--- src/verilog/als_pkg.sv ---
package als_pkg;

  ////////////////////////////////////////////////////////////////////////
  // Register map and field layout of operating_configuration
  localparam logic [7:0]  ADDR_RESULT    = 8'h00;
  localparam logic [7:0]  ADDR_CONFIG    = 8'h01;
  localparam int          RANGE_MSB      = 15;
  localparam int          RANGE_LSB      = 12;
  localparam int          CT_BIT         = 11;
  localparam int          MODE_MSB       = 10;
  localparam int          MODE_LSB       = 9;
  localparam int          OVF_BIT        = 8;
  localparam int          MISC_MSB       = 4;
  localparam int          MASK_EXP_BIT   = 2;
  localparam int          EXP_MSB        = 15;
  localparam int          EXP_LSB        = 12;

  ////////////////////////////////////////////////////////////////////////
  // Reset values and codes
  localparam logic [15:0] CFG_RESET      = 16'hc810;
  localparam logic [3:0]  RANGE_RESET    = 4'hc;
  localparam logic [3:0]  RANGE_AUTO     = 4'hc;
  localparam logic [3:0]  RANGE_TOP      = 4'hb;
  localparam logic [3:0]  RANGE_BOTTOM   = 4'h0;
  localparam logic        CT_RESET       = 1'b1;
  localparam logic [1:0]  MODE_RESET     = 2'h0;
  localparam logic [1:0]  MODE_SHUTDOWN  = 2'h0;
  localparam logic [1:0]  MODE_SINGLE    = 2'h1;
  localparam logic [4:0]  MISC_RESET     = 5'h10;
  localparam logic [3:0]  RES_FULL_ABOVE = 4'h5;
  localparam logic [3:0]  RES_DROP2_LOW  = 4'h1;
  localparam logic [3:0]  RES_DROP2_HIGH = 4'h4;

  ////////////////////////////////////////////////////////////////////////
  // Conversion timing
  localparam longint unsigned CLK_HZ     = 64'd10_000_000;
  localparam longint unsigned T_SHORT_MS = 64'd100;
  localparam longint unsigned T_LONG_MS  = 64'd800;
  localparam logic [23:0] CYC_SHORT      = 24'(T_SHORT_MS * CLK_HZ / 64'd1000);
  localparam logic [23:0] CYC_LONG       = 24'(T_LONG_MS * CLK_HZ / 64'd1000);

  typedef enum logic {ALS_IDLE, ALS_CONV} als_state_e;

  typedef struct packed {
    als_state_e  st;
    logic [3:0]  range_select;
    logic        conv_time_select;
    logic [1:0]  mode;
    logic [4:0]  misc;
    logic        ovf;
    logic [3:0]  res_exp;
    logic [11:0] res_mant;
    logic [23:0] cnt;
    logic [3:0]  cur_rng;
    logic        cur_ct;
    logic        cur_auto;
    logic        seen_ovf;
    logic        done;
    logic [15:0] rdata;
  } als_core_s;

endpackage

--- src/verilog/als_quant_if.sv ---
interface als_quant_if;
  logic [23:0] light;
  logic [3:0]  exp;
  logic        short_conv;
  logic [11:0] mant;
  logic        over;

  modport engine (output light, output exp, output short_conv, input mant, input over);
  modport quant  (input light, input exp, input short_conv, output mant, output over);
endinterface

--- src/verilog/als_range_conv.sv ---
// Behaviour
// - The four-bit range_select field in bits 15:12 picks the full-scale range used by conversions.
// - Range codes share the result exponent encoding, so code n means LSB weight 0.01 lux times two to n.
// - Range code 1100b puts the block in automatic full-scale mode where it picks the range itself.
// - In automatic mode the range used for each conversion is written to the result exponent.
// - After reset range_select reads 1100b so the block starts in automatic mode.
// - conv_time_select in bit 11 gives a 100 ms conversion when zero and 800 ms when one.
// - The long conversion keeps full resolution on every range.
// - The short conversion keeps full resolution on ranges above 0101b.
// - The short conversion may lose one bit on 0101b, two on 0100b to 0001b and three on 0000b.
// - Result layout and LSB weight do not depend on the conversion time.
// - A configuration write aborts a running conversion and a new one starts if the settings ask for it.
// - In automatic mode an overflow below the top range aborts, steps up a range and restarts.
module als_range_conv #(
  parameter logic [23:0] CONV_SHORT_CYC = als_pkg::CYC_SHORT,
  parameter logic [23:0] CONV_LONG_CYC  = als_pkg::CYC_LONG
) (
  input  wire logic        clock,
  input  wire logic        srst,
  input  wire logic [7:0]  reg_addr,
  input  wire logic [15:0] reg_wdata,
  input  wire logic        reg_wr,
  input  wire logic        reg_rd,
  output logic      [15:0] reg_rdata,
  input  wire logic [23:0] light_lux,
  output logic             conv_busy,
  output logic             conv_done
);
  import als_pkg::*;

  als_core_s   q;
  als_core_s   d;
  logic        cfg_wr;
  logic [23:0] len;
  logic        step_up;
  logic        last_cyc;
  logic [15:0] cfg_word;

  als_quant_if qif ();

  als_quant u_quant (
    .qif (qif.quant)
  );

  assign qif.light      = light_lux;
  assign qif.exp        = q.cur_rng;
  assign qif.short_conv = ~q.cur_ct;

  assign reg_rdata = q.rdata;
  assign conv_busy = (q.st == ALS_CONV);
  assign conv_done = q.done;

  ////////////////////////////////////////////////////////////////////////
  // Decode and conversion control
  always_comb begin
    cfg_wr   = reg_wr && (reg_addr == ADDR_CONFIG);
    len      = q.cur_ct ? CONV_LONG_CYC : CONV_SHORT_CYC;
    step_up  = q.cur_auto && qif.over && (q.cur_rng < RANGE_TOP);
    last_cyc = (q.cnt == len - 24'h1);
    cfg_word = '0;
    cfg_word[RANGE_MSB:RANGE_LSB] = q.range_select;
    cfg_word[CT_BIT]              = q.conv_time_select;
    cfg_word[MODE_MSB:MODE_LSB]   = q.mode;
    cfg_word[OVF_BIT]             = q.ovf;
    cfg_word[MISC_MSB:0]          = q.misc;

    d       = q;
    d.done  = 1'b0;
    d.rdata = '0;

    if (reg_rd) begin
      unique case (reg_addr)
        ADDR_RESULT: d.rdata = {q.res_exp, q.res_mant};
        ADDR_CONFIG: d.rdata = cfg_word;
        default:     d.rdata = '0;
      endcase
    end

    unique case (q.st)
      ALS_IDLE: begin
        if (q.mode != MODE_SHUTDOWN) begin
          // Settings sampled only here
          d.st       = ALS_CONV;
          d.cnt      = '0;
          d.seen_ovf = 1'b0;
          d.cur_ct   = q.conv_time_select;
          d.cur_auto = (q.range_select == RANGE_AUTO);
          if (q.range_select == RANGE_AUTO) begin
            d.cur_rng = RANGE_BOTTOM;
          end else if (q.range_select > RANGE_TOP) begin
            d.cur_rng = RANGE_TOP;
          end else begin
            d.cur_rng = q.range_select;
          end
        end
      end
      ALS_CONV: begin
        if (step_up) begin
          d.cur_rng = q.cur_rng + 4'h1;
          d.cnt     = '0;
        end else if (last_cyc) begin
          d.st       = ALS_IDLE;
          d.done     = 1'b1;
          d.res_mant = qif.mant;
          d.ovf      = q.seen_ovf | qif.over;
          if (q.misc[MASK_EXP_BIT] && !q.cur_auto) begin
            d.res_exp = '0;
          end else begin
            d.res_exp = q.cur_rng;
          end
          if (q.mode == MODE_SINGLE) begin
            d.mode = MODE_SHUTDOWN;
          end
        end else begin
          d.cnt      = q.cnt + 24'h1;
          d.seen_ovf = q.seen_ovf | qif.over;
        end
      end
    endcase

    // Write wins over a finishing or stepping conversion for state, count and done, but a finishing result still loads
    if (cfg_wr) begin
      d.range_select     = reg_wdata[RANGE_MSB:RANGE_LSB];
      d.conv_time_select = reg_wdata[CT_BIT];
      d.mode             = reg_wdata[MODE_MSB:MODE_LSB];
      d.misc             = reg_wdata[MISC_MSB:0];
      d.st               = ALS_IDLE;
      d.cnt              = '0;
      d.done             = 1'b0;
    end
  end

  always_ff @(posedge clock) begin
    if (srst) begin
      q                  <= '0;
      q.st               <= ALS_IDLE;
      q.range_select     <= RANGE_RESET;
      q.conv_time_select <= CT_RESET;
      q.mode             <= MODE_RESET;
      q.misc             <= MISC_RESET;
    end else begin
      q <= d;
    end
  end

  ////////////////////////////////////////////////////////////////////////
  // Checks
  a_reset_auto_range: assert property (@(posedge clock) disable iff (srst)
    $fell(srst) |-> (q.range_select == RANGE_AUTO && q.conv_time_select))
    else $error("Range select not automatic after reset");

  a_cfg_write_abort: assert property (@(posedge clock) disable iff (srst)
    (cfg_wr && q.st == ALS_CONV) |=> (q.st == ALS_IDLE && !q.done))
    else $error("Configuration write did not abort conversion");

  a_restart_after_write: assert property (@(posedge clock) disable iff (srst)
    (cfg_wr && reg_wdata[MODE_MSB:MODE_LSB] != MODE_SHUTDOWN) ##1 !cfg_wr |=> (q.st == ALS_CONV && q.cnt == 24'h0))
    else $error("Conversion did not restart after write");

  a_auto_step_up: assert property (@(posedge clock) disable iff (srst)
    (q.st == ALS_CONV && step_up && !cfg_wr) |=> (q.cur_rng == $past(q.cur_rng) + 4'h1 && q.cnt == 24'h0))
    else $error("Automatic range did not step up on overflow");

  a_auto_exp_report: assert property (@(posedge clock) disable iff (srst)
    (q.st == ALS_CONV && last_cyc && !step_up && !cfg_wr && q.cur_auto) |=> (q.done && q.res_exp == $past(q.cur_rng)))
    else $error("Result exponent does not report chosen range");

  a_manual_range_use: assert property (@(posedge clock) disable iff (srst)
    (q.st == ALS_IDLE && q.mode != MODE_SHUTDOWN && q.range_select <= RANGE_TOP && !cfg_wr)
      |=> (q.cur_rng == $past(q.range_select) && !q.cur_auto))
    else $error("Programmed range not applied");

  a_conv_length: assert property (@(posedge clock) disable iff (srst)
    (q.st == ALS_CONV) |-> (q.cnt < (q.cur_ct ? CONV_LONG_CYC : CONV_SHORT_CYC)))
    else $error("Conversion ran past its length");

  a_settings_held: assert property (@(posedge clock) disable iff (srst)
    (q.st == ALS_CONV && $past(q.st) == ALS_CONV && !$past(cfg_wr)) |-> ($stable(q.cur_ct) && $stable(q.cur_auto)))
    else $error("Conversion settings changed mid conversion");

  a_short_low_range: assert property (@(posedge clock) disable iff (srst)
    (q.st == ALS_CONV && last_cyc && !step_up && !cfg_wr && !q.cur_ct && q.cur_rng == RANGE_BOTTOM)
      |=> (q.res_mant[2:0] == 3'h0))
    else $error("Short conversion kept too many bits");

  a_long_full_res: assert property (@(posedge clock) disable iff (srst)
    (q.st == ALS_CONV && last_cyc && !step_up && !cfg_wr && q.cur_ct && !qif.over)
      |=> (q.res_mant == $past(light_lux >> q.cur_rng)))
    else $error("Long conversion lost resolution");

  a_read_one_cycle: assert property (@(posedge clock) disable iff (srst)
    !reg_rd |=> (reg_rdata == 16'h0))
    else $error("Read data outside its cycle");

endmodule

--- src/verilog/als_quant.sv ---
module als_quant (
  als_quant_if.quant qif
);
  import als_pkg::*;

  logic [23:0] shifted;
  logic [11:0] raw;
  logic [1:0]  drop;
  logic [11:0] keep;

  ////////////////////////////////////////////////////////////////////////
  // Scale to the range, saturate, then trim low bits on short conversions
  always_comb begin
    shifted = qif.light >> qif.exp;
    qif.over = |shifted[23:12];
    raw = qif.over ? 12'hfff : shifted[11:0];
    drop = 2'h0;
    if (qif.short_conv) begin
      if (qif.exp == RANGE_BOTTOM) begin
        drop = 2'h3;
      end else if (qif.exp >= RES_DROP2_LOW && qif.exp <= RES_DROP2_HIGH) begin
        drop = 2'h2;
      end else if (qif.exp == RES_FULL_ABOVE) begin
        drop = 2'h1;
      end else begin
        drop = 2'h0;
      end
    end
  end

  for (genvar i = 0; i < 12; i++) begin : g_keep
    assign keep[i] = (i >= int'(drop));
  end

  // Same layout and weight for both times, only low bits cleared
  assign qif.mant = raw & keep;

endmodule

--- config.mk ---
export PLATFORM = sky130hd
export DESIGN_NAME = als_range_conv
export DESIGN_NICKNAME = d
export VERILOG_FILES = /design/src/verilog/als_pkg.sv /design/src/verilog/als_quant_if.sv /design/src/verilog/als_range_conv.sv /design/src/verilog/als_quant.sv
export SDC_FILE = /design/constraint.sdc
export NUM_CORES = 1
export LEC_CHECK = 0
export ABC_CLOCK_PERIOD_IN_PS = 4800
export BUFFER_PORTS_ARGS = -buffer_cell sky130_fd_sc_hd__buf_2
export CORE_MARGIN = 2
export CORE_UTILIZATION = 63
export CTS_CLUSTER_SIZE = 24
export DETAILED_ROUTE_END_ITERATION = 6
export PLACE_DENSITY = 0.88
export SYNTH_ARGS = -nofsm -noshare
export SYNTH_HDL_FRONTEND = slang
export SYNTH_HIERARCHICAL = 1
export SYNTH_SLANG_ARGS = --single-unit
--- constraint.sdc ---
create_clock -name clock -period 4.8 [get_ports clock]
set_input_delay 0.48 -clock clock [delete_from_list [all_inputs] [get_ports clock]]
set_output_delay 0.48 -clock clock [all_outputs]
set_load 0.005 [all_outputs]
After elaboration in Yosys (flattened, before gate mapping)
Index checks and enable logic that the tools add are counted.
{"block": "totals", "regBits": 78, "in_bits": 52}
{"block": "op_classes", "add_sub_neg": 3, "order_cmp": 7, "n_eq_ne": 11, "n_shift": 1, "n_mux": 28, "n_bitwise": 5, "reduce_logical": 22}
{"operator": "one-hot mux 28 bit (2 select lines)", "count": 1}
{"operator": "2-to-1 mux 24 bit", "count": 2}
{"operator": "one-hot mux 16 bit (2 select lines)", "count": 1}
{"operator": "2-to-1 mux 31 bit", "count": 1}
{"operator": "adder 24 x 1 -> 24 bit, second input constant", "count": 1}
{"operator": "== test 24 bit", "count": 1}
{"operator": ">> shifter 24 x 4 -> 24 bit", "count": 1}
{"operator": "subtractor 23 x 1 -> 24 bit, second input constant", "count": 1}
{"operator": "2-to-1 mux 23 bit", "count": 1}
{"operator": "2-to-1 mux 2 bit", "count": 8}
{"operator": "2-to-1 mux 4 bit", "count": 4}
{"operator": "bitwise AND 12 bit", "count": 1}
{"operator": "2-to-1 mux 12 bit", "count": 1}
{"operator": "OR reduction 12 bit", "count": 1}
{"operator": "== test 8 x 1 -> 1 bit, second input constant", "count": 1}
{"operator": "zero test 8 bit", "count": 1}
{"operator": "inequality test 2 bit, second input constant", "count": 4}
{"operator": "nonzero test 2 bit", "count": 4}
{"operator": "2-to-1 mux 7 bit", "count": 1}
{"operator": "2-to-1 mux 1 bit", "count": 6}
{"operator": "AND reduction 2 bit", "count": 3}
{"operator": "AND reduction 3 bit", "count": 2}
{"operator": "logical AND 1 bit", "count": 5}
{"operator": "adder 4 x 1 -> 4 bit, second input constant", "count": 1}
{"operator": "19 further kinds", "count": 24}

Longest topological paths before layout
{"block": "logic_depth", "ltp_word": 7, "ltp_mapped": 15}

Cells and area by module
The synthesis kept the hierarchy.
{"mod": "als_range_conv", "n_inst": 1, "cells_each": 429, "area_per_inst_um2": 3597.2, "seq_area_each_um2": 1561.5}
{"mod": "als_quant", "n_inst": 1, "cells_each": 148, "area_per_inst_um2": 1376.3, "seq_area_each_um2": 0.0}

Worst setup path after synthesis
OpenSTA, ideal clock, no wires.
{"block": "synth_path", "path_type": "register to register", "from": "register q, in the netlist qif.exp[0]", "to": "register q[37] (netlist bit)", "setup_time_ns": 0.122, "arrival_ns": 2.981, "required_ns": 4.678, "path_slack_ns": 1.697, "stages_incl_launch_ff": 15, "path_buffers": 3, "period_less_slack_ns": 3.103, "cell_sequence": "dfxtp_1 > buf_6 > buf_12 > mux2i_1 > o221a_2 > o32ai_1 > a211oi_2 > buf_6 > o21ai_1 > nand2_1 > o2111ai_1 > and4bb_4 > or4_1 > xor2_1 > nor2_1"}
{"block": "synth_via", "elab_chain_len": 6, "elab_cells_between_ends": 9}
{"item": "start, declared", "line": "als_range_conv.sv:31", "rtl": "als_core_s q;"}
{"item": ">> shifter 24 x 4 -> 24 bit *", "line": "als_quant.sv:14", "rtl": "shifted = qif.light >> qif.exp;"}
{"item": "OR reduction 12 bit *", "line": "als_quant.sv:15", "rtl": "qif.over = |shifted[23:12];"}
{"item": "named net qif.over", "line": "als_quant_if.sv:6", "rtl": "logic over;"}
{"item": "logical AND 1 bit * (2 in series)", "line": "als_range_conv.sv:58", "rtl": "step_up = q.cur_auto && qif.over && (q.cur_rng < RANGE_TOP);"}
{"item": "2-to-1 mux 24 bit or inequality test 3 bit (tied branches)"}
{"item": "one-hot mux 28 bit (2 select lines) or AND reduction 2 bit (tied branches)"}
Mark *: on every way through the listed nets, which the timed path passes. The rest lies on a longest branch.
A chain may end at the register's enable or synchronous reset.

Final worst setup path
{"block": "layout_path", "from": "register q, in the netlist qif.exp[0]", "to": "register q[38] (netlist bit)"}
The elaborated chain is that of the path after synthesis.

==> reports/results.md <==
* **result of the run** completed
* **Highest Clock Rate** 259 MHz
* **Worst Skew** 0.0117 ns
* **number of enable flip-flop cells after synthesis** 0
* **maximum clock path buffer count** 2
* **reg-to-reg setup timing slack** 0.94 ns
* **placeable core region** 7690 µm²
* **data arrival time of the critical path** 4.07 ns
* **start point of the critical path** qif.exp[0]
* **DIE HEIGHT** 92.9 µm
* **beginning of the worst register-to-register path** qif.exp[0]
* **Worst Reg2Reg Path Length in Cells** 11
* **Post-CTS Repair Setup Buffers** 0
* **fin. max-slew vios** 0
* **Unique masters post-synth** 79
* **number of resized instances in the post-cts repair step** 0
* **fraction of power spent switching nets** 24.9%
* **register bit count reported by yosys** 78
* **length of the first detailed-routing pass in iterations** 6
* **detailed-route vias per instance** 6.57
* **root cell of the clock tree** sky130_fd_sc_hd__clkbuf_8
* **clock tree from TritonCTS** done
* **Setup crit start kind** flip-flop
* **Final Setup Violations** 0
* **standby leakage power** 1.89 nW
* **post-detailed-routing wire length** 12200 µm
* **starting utilization of the core area** 64.7%
* **number of clock sinks** 78
* **Detailed Place HPWL** 8570 µm
* **PD cells** 233 nW/µm²
* **post-layout net count** 662
* **post-synthesis async set-or-reset flop share** 0%
* **clock slew at the register clock pins of the worst setup and hold paths** 0.09 ns
* **global-route usage over all layers** 29.2%
* **Placer Congestion** 0.939
* **total power** 0.00124 W
* **share of synthesized area occupied by flip-flops and latches** 31.4%
* **RSZ-0062 raised after global routing** false
* **total count of hold-check failures in the final report** 0
* **CTS HTree Levels** 3
* **placement row count** 32
* **Post-Syn Nets** 631
* **post-synth design cell area** 4970 µm²
* **remaining global-route overflow** 0
* **data required time at the worst endpoint** 5.01 ns
* **number of cells on the worst hold path** 3
* **category of the critical setup timing path** reg -> reg
* **insertion delay of the later-clocked pin in the worst-skew pair** 0.36 ns
* **Antenna Nets Post-Route** 0
* **post-route fraction of the period consumed by the critical path** 80.3%
* **number of global-route vias before repair** 4317
* **TritonCTS buffer count** 9
* **detail-routed net length per standard cell** 17.0 µm
* **top flip-flop cell by instance count after synthesis** sky130_fd_sc_hd__dfxtp_1
* **Switch Pwr** 0.000310 W
* **pin slew with the least headroom to its limit** 0.992 ns
* **syn avg cell area** 8.62 µm²
* **signed area change from the synthesized netlist to the final layout** 7.60%
* **share of total power in combinational logic** 7.3%
* **remaining max-slew budget at the tightest pin** 33.6%
* **timing endpoint of the critical path** q[38]
* **area occupied by multi-input gates** 3050 µm²
* **first-pass GRT wire length** 20500 µm
* **hold bufs inserted after CTS** 0
* **total negative setup slack** 0 ns
* **fin area** 5350 µm²
* **DRC viols** 0
* **number of antenna violations at the first check in global routing** 0
* **area taken by flip-flops and latches** 1560 µm²
* **Tmin final** 3.86 ns
* **fraction of layout instances using a drive strength above 1** 23.0%
* **Internal** 0.000934 W
* **antenna cell count** 0
* **largest net degree at the start of global routing** 36
* **placed standard-cell area** 5150 µm²
* **final core utilization** 69.6%
* **worst IR drop on VDD** 0.159 mV
* **final-layout fill cell count** 606
* **category of the worst setup path capture point** flip-flop
* **sequential power share** 52.1%
* **r2r endpoint** q[38]
* **cell count after synthesis** 577
* **number of DRC markers after the initial detailed-route iteration** 425
* **vias after detailed routing** 4699
* **clock power share** 40.6%
* **worst min path class** in -> reg
* **total of max-cap violations** 0
* **top-level port count** 70
* **number of buffers added on ports** 65
* **horizontal extent of the die** 92.9 µm
* **die footprint** 8620 µm²
* **warning count from the yosys run** 6
* **highest fanout seen on the critical path** 25
==> routing by layer <==
metal  global-route usage [%]  part of all wire, %  vias up
met3                     5.53                  8.7       34
li1                         -                    -     2199
met1                     38.8                   43     2202
met2                     47.1                   46      264
met5                        0                    0        -
met4                     11.3                  2.5        0
==> registers in the layout (all words and copies together), names as in the netlist <==
signal     cells
cfg_word      13
q             43
qif.exp        4
reg_rdata     16
conv_busy      1
conv_done      1
==> worst max-delay path, cell delays in order (launching register included) <==
cell                       delay (ns)
sky130_fd_sc_hd__dfxtp_2         0.71
sky130_fd_sc_hd__mux2i_1         0.18
sky130_fd_sc_hd__o221a_2         0.29
sky130_fd_sc_hd__o32ai_1         0.35
sky130_fd_sc_hd__a211oi_2        0.06
sky130_fd_sc_hd__buf_4           0.20
sky130_fd_sc_hd__o21ai_1         0.21
sky130_fd_sc_hd__nand2_1         0.15
sky130_fd_sc_hd__o21ai_2         0.81
sky130_fd_sc_hd__nand2_1         0.32
sky130_fd_sc_hd__nand3_1         0.32
sky130_fd_sc_hd__a311oi_1        0.09
==> worst min-delay path by stage <==
stage,from,endpoint,slack [ns]
final,reg_wdata[4],cfg_word[4],0.33
after global routing,reg_wdata[4],cfg_word[4],0.34
after CTS,reg_wdata[4],cfg_word[4],0.33
after detailed placement,q[50],q[50],0.45
after global placement,q[55],q[55],0.44
after floorplan,q[53],q[53],0.43
==> metrics by stage <==
step,instances,hold slack (ns),worst slack (ns)
after floorplan,577,0.427,1.70
after CTS,715,0.330,1.01
after detailed placement,699,0.447,1.03
after global placement,699,0.439,1.15
after global routing,715,0.340,0.666
final,715,0.328,0.945
==> final cells by class <==
class                           count  area share, %
Timing Repair Buffer               72           7.06
Multi-Input combinational cell    438           57.0
Tap cell                          102           2.38
Clock buffer                        9           2.31
Clock inverter                      7           1.45
Inverter                            9          0.631
Sequential cell                    78           29.2
==> layout by cell type, fill, tap and decap left out, types with 5 or more instances in the layout <==
cell type	Yosys	routed
sky130_fd_sc_hd__nand3_1	22	22
sky130_fd_sc_hd__nor4_1	5	5
sky130_fd_sc_hd__mux4_2	20	20
sky130_fd_sc_hd__a21oi_1	44	44
sky130_fd_sc_hd__buf_4	18	7
sky130_fd_sc_hd__xnor2_1	5	5
sky130_fd_sc_hd__nand2_1	86	86
sky130_fd_sc_hd__and3_1	10	10
sky130_fd_sc_hd__a22oi_1	15	15
sky130_fd_sc_hd__inv_1	7	7
sky130_fd_sc_hd__o211ai_1	6	6
sky130_fd_sc_hd__and2_1	5	5
sky130_fd_sc_hd__mux2_2	10	10
sky130_fd_sc_hd__clkbuf_8	0	9
sky130_fd_sc_hd__o21ai_1	9	9
sky130_fd_sc_hd__nand3b_1	7	7
sky130_fd_sc_hd__a31oi_1	8	8
sky130_fd_sc_hd__nand4_1	7	7
sky130_fd_sc_hd__nor3_1	17	17
sky130_fd_sc_hd__buf_2	5	65
sky130_fd_sc_hd__o21ai_0	9	9
sky130_fd_sc_hd__or3_1	5	5
sky130_fd_sc_hd__o31ai_1	6	6
sky130_fd_sc_hd__nor2_1	44	44
sky130_fd_sc_hd__dfxtp_1	78	77
sky130_fd_sc_hd__mux2i_1	19	19
==> kinds of logic (layout without fill, tap and decap cells) <==
family | Yosys count | in the layout | share of synthesized area, %
simple gates | 238 | 238 | 24.4
compound gates | 142 | 142 | 20.0
flops | 78 | 78 | 31.4
buf+inv | 61 | 97 | 7.32
mux | 49 | 49 | 15.1
xor+xnor | 7 | 7 | 1.23
fa+ha+maj | 2 | 2 | 0.503
==> cell usage after synthesis, drive strengths merged (7+ instances only) <==
| cell type | number | area share (%) |
|---|---|---|
| a21oi | 46 | 4.8 |
| a22oi | 15 | 2.3 |
| a31oi | 9 | 1.3 |
| and3 | 10 | 1.3 |
| buf | 30 | 5.0 |
| clkbuf | 22 | 1.7 |
| dfxtp | 78 | 31 |
| inv | 7 | 0.53 |
| mux2 | 10 | 2.3 |
| mux2i | 19 | 3.8 |
| mux4 | 20 | 9.1 |
| nand2 | 87 | 6.7 |
| nand3 | 23 | 2.4 |
| nand3b | 7 | 1.1 |
| nand4 | 7 | 0.88 |
| nor2 | 46 | 3.7 |
| nor3 | 20 | 2.3 |
| o211ai | 7 | 1.2 |
| o21ai | 20 | 2.3 |
==> power groups by stage <==
stage               sequential, W  clock (W)  combinational, W
floorplan                0.000663          0         0.0000513
global placement         0.000663          0         0.0000852
detailed placement       0.000663          0         0.0000889
CTS                      0.000648   0.000508         0.0000893
global route             0.000648   0.000536         0.0000986
finish                   0.000648   0.000506         0.0000911
(Power assumes the default switching activity.)
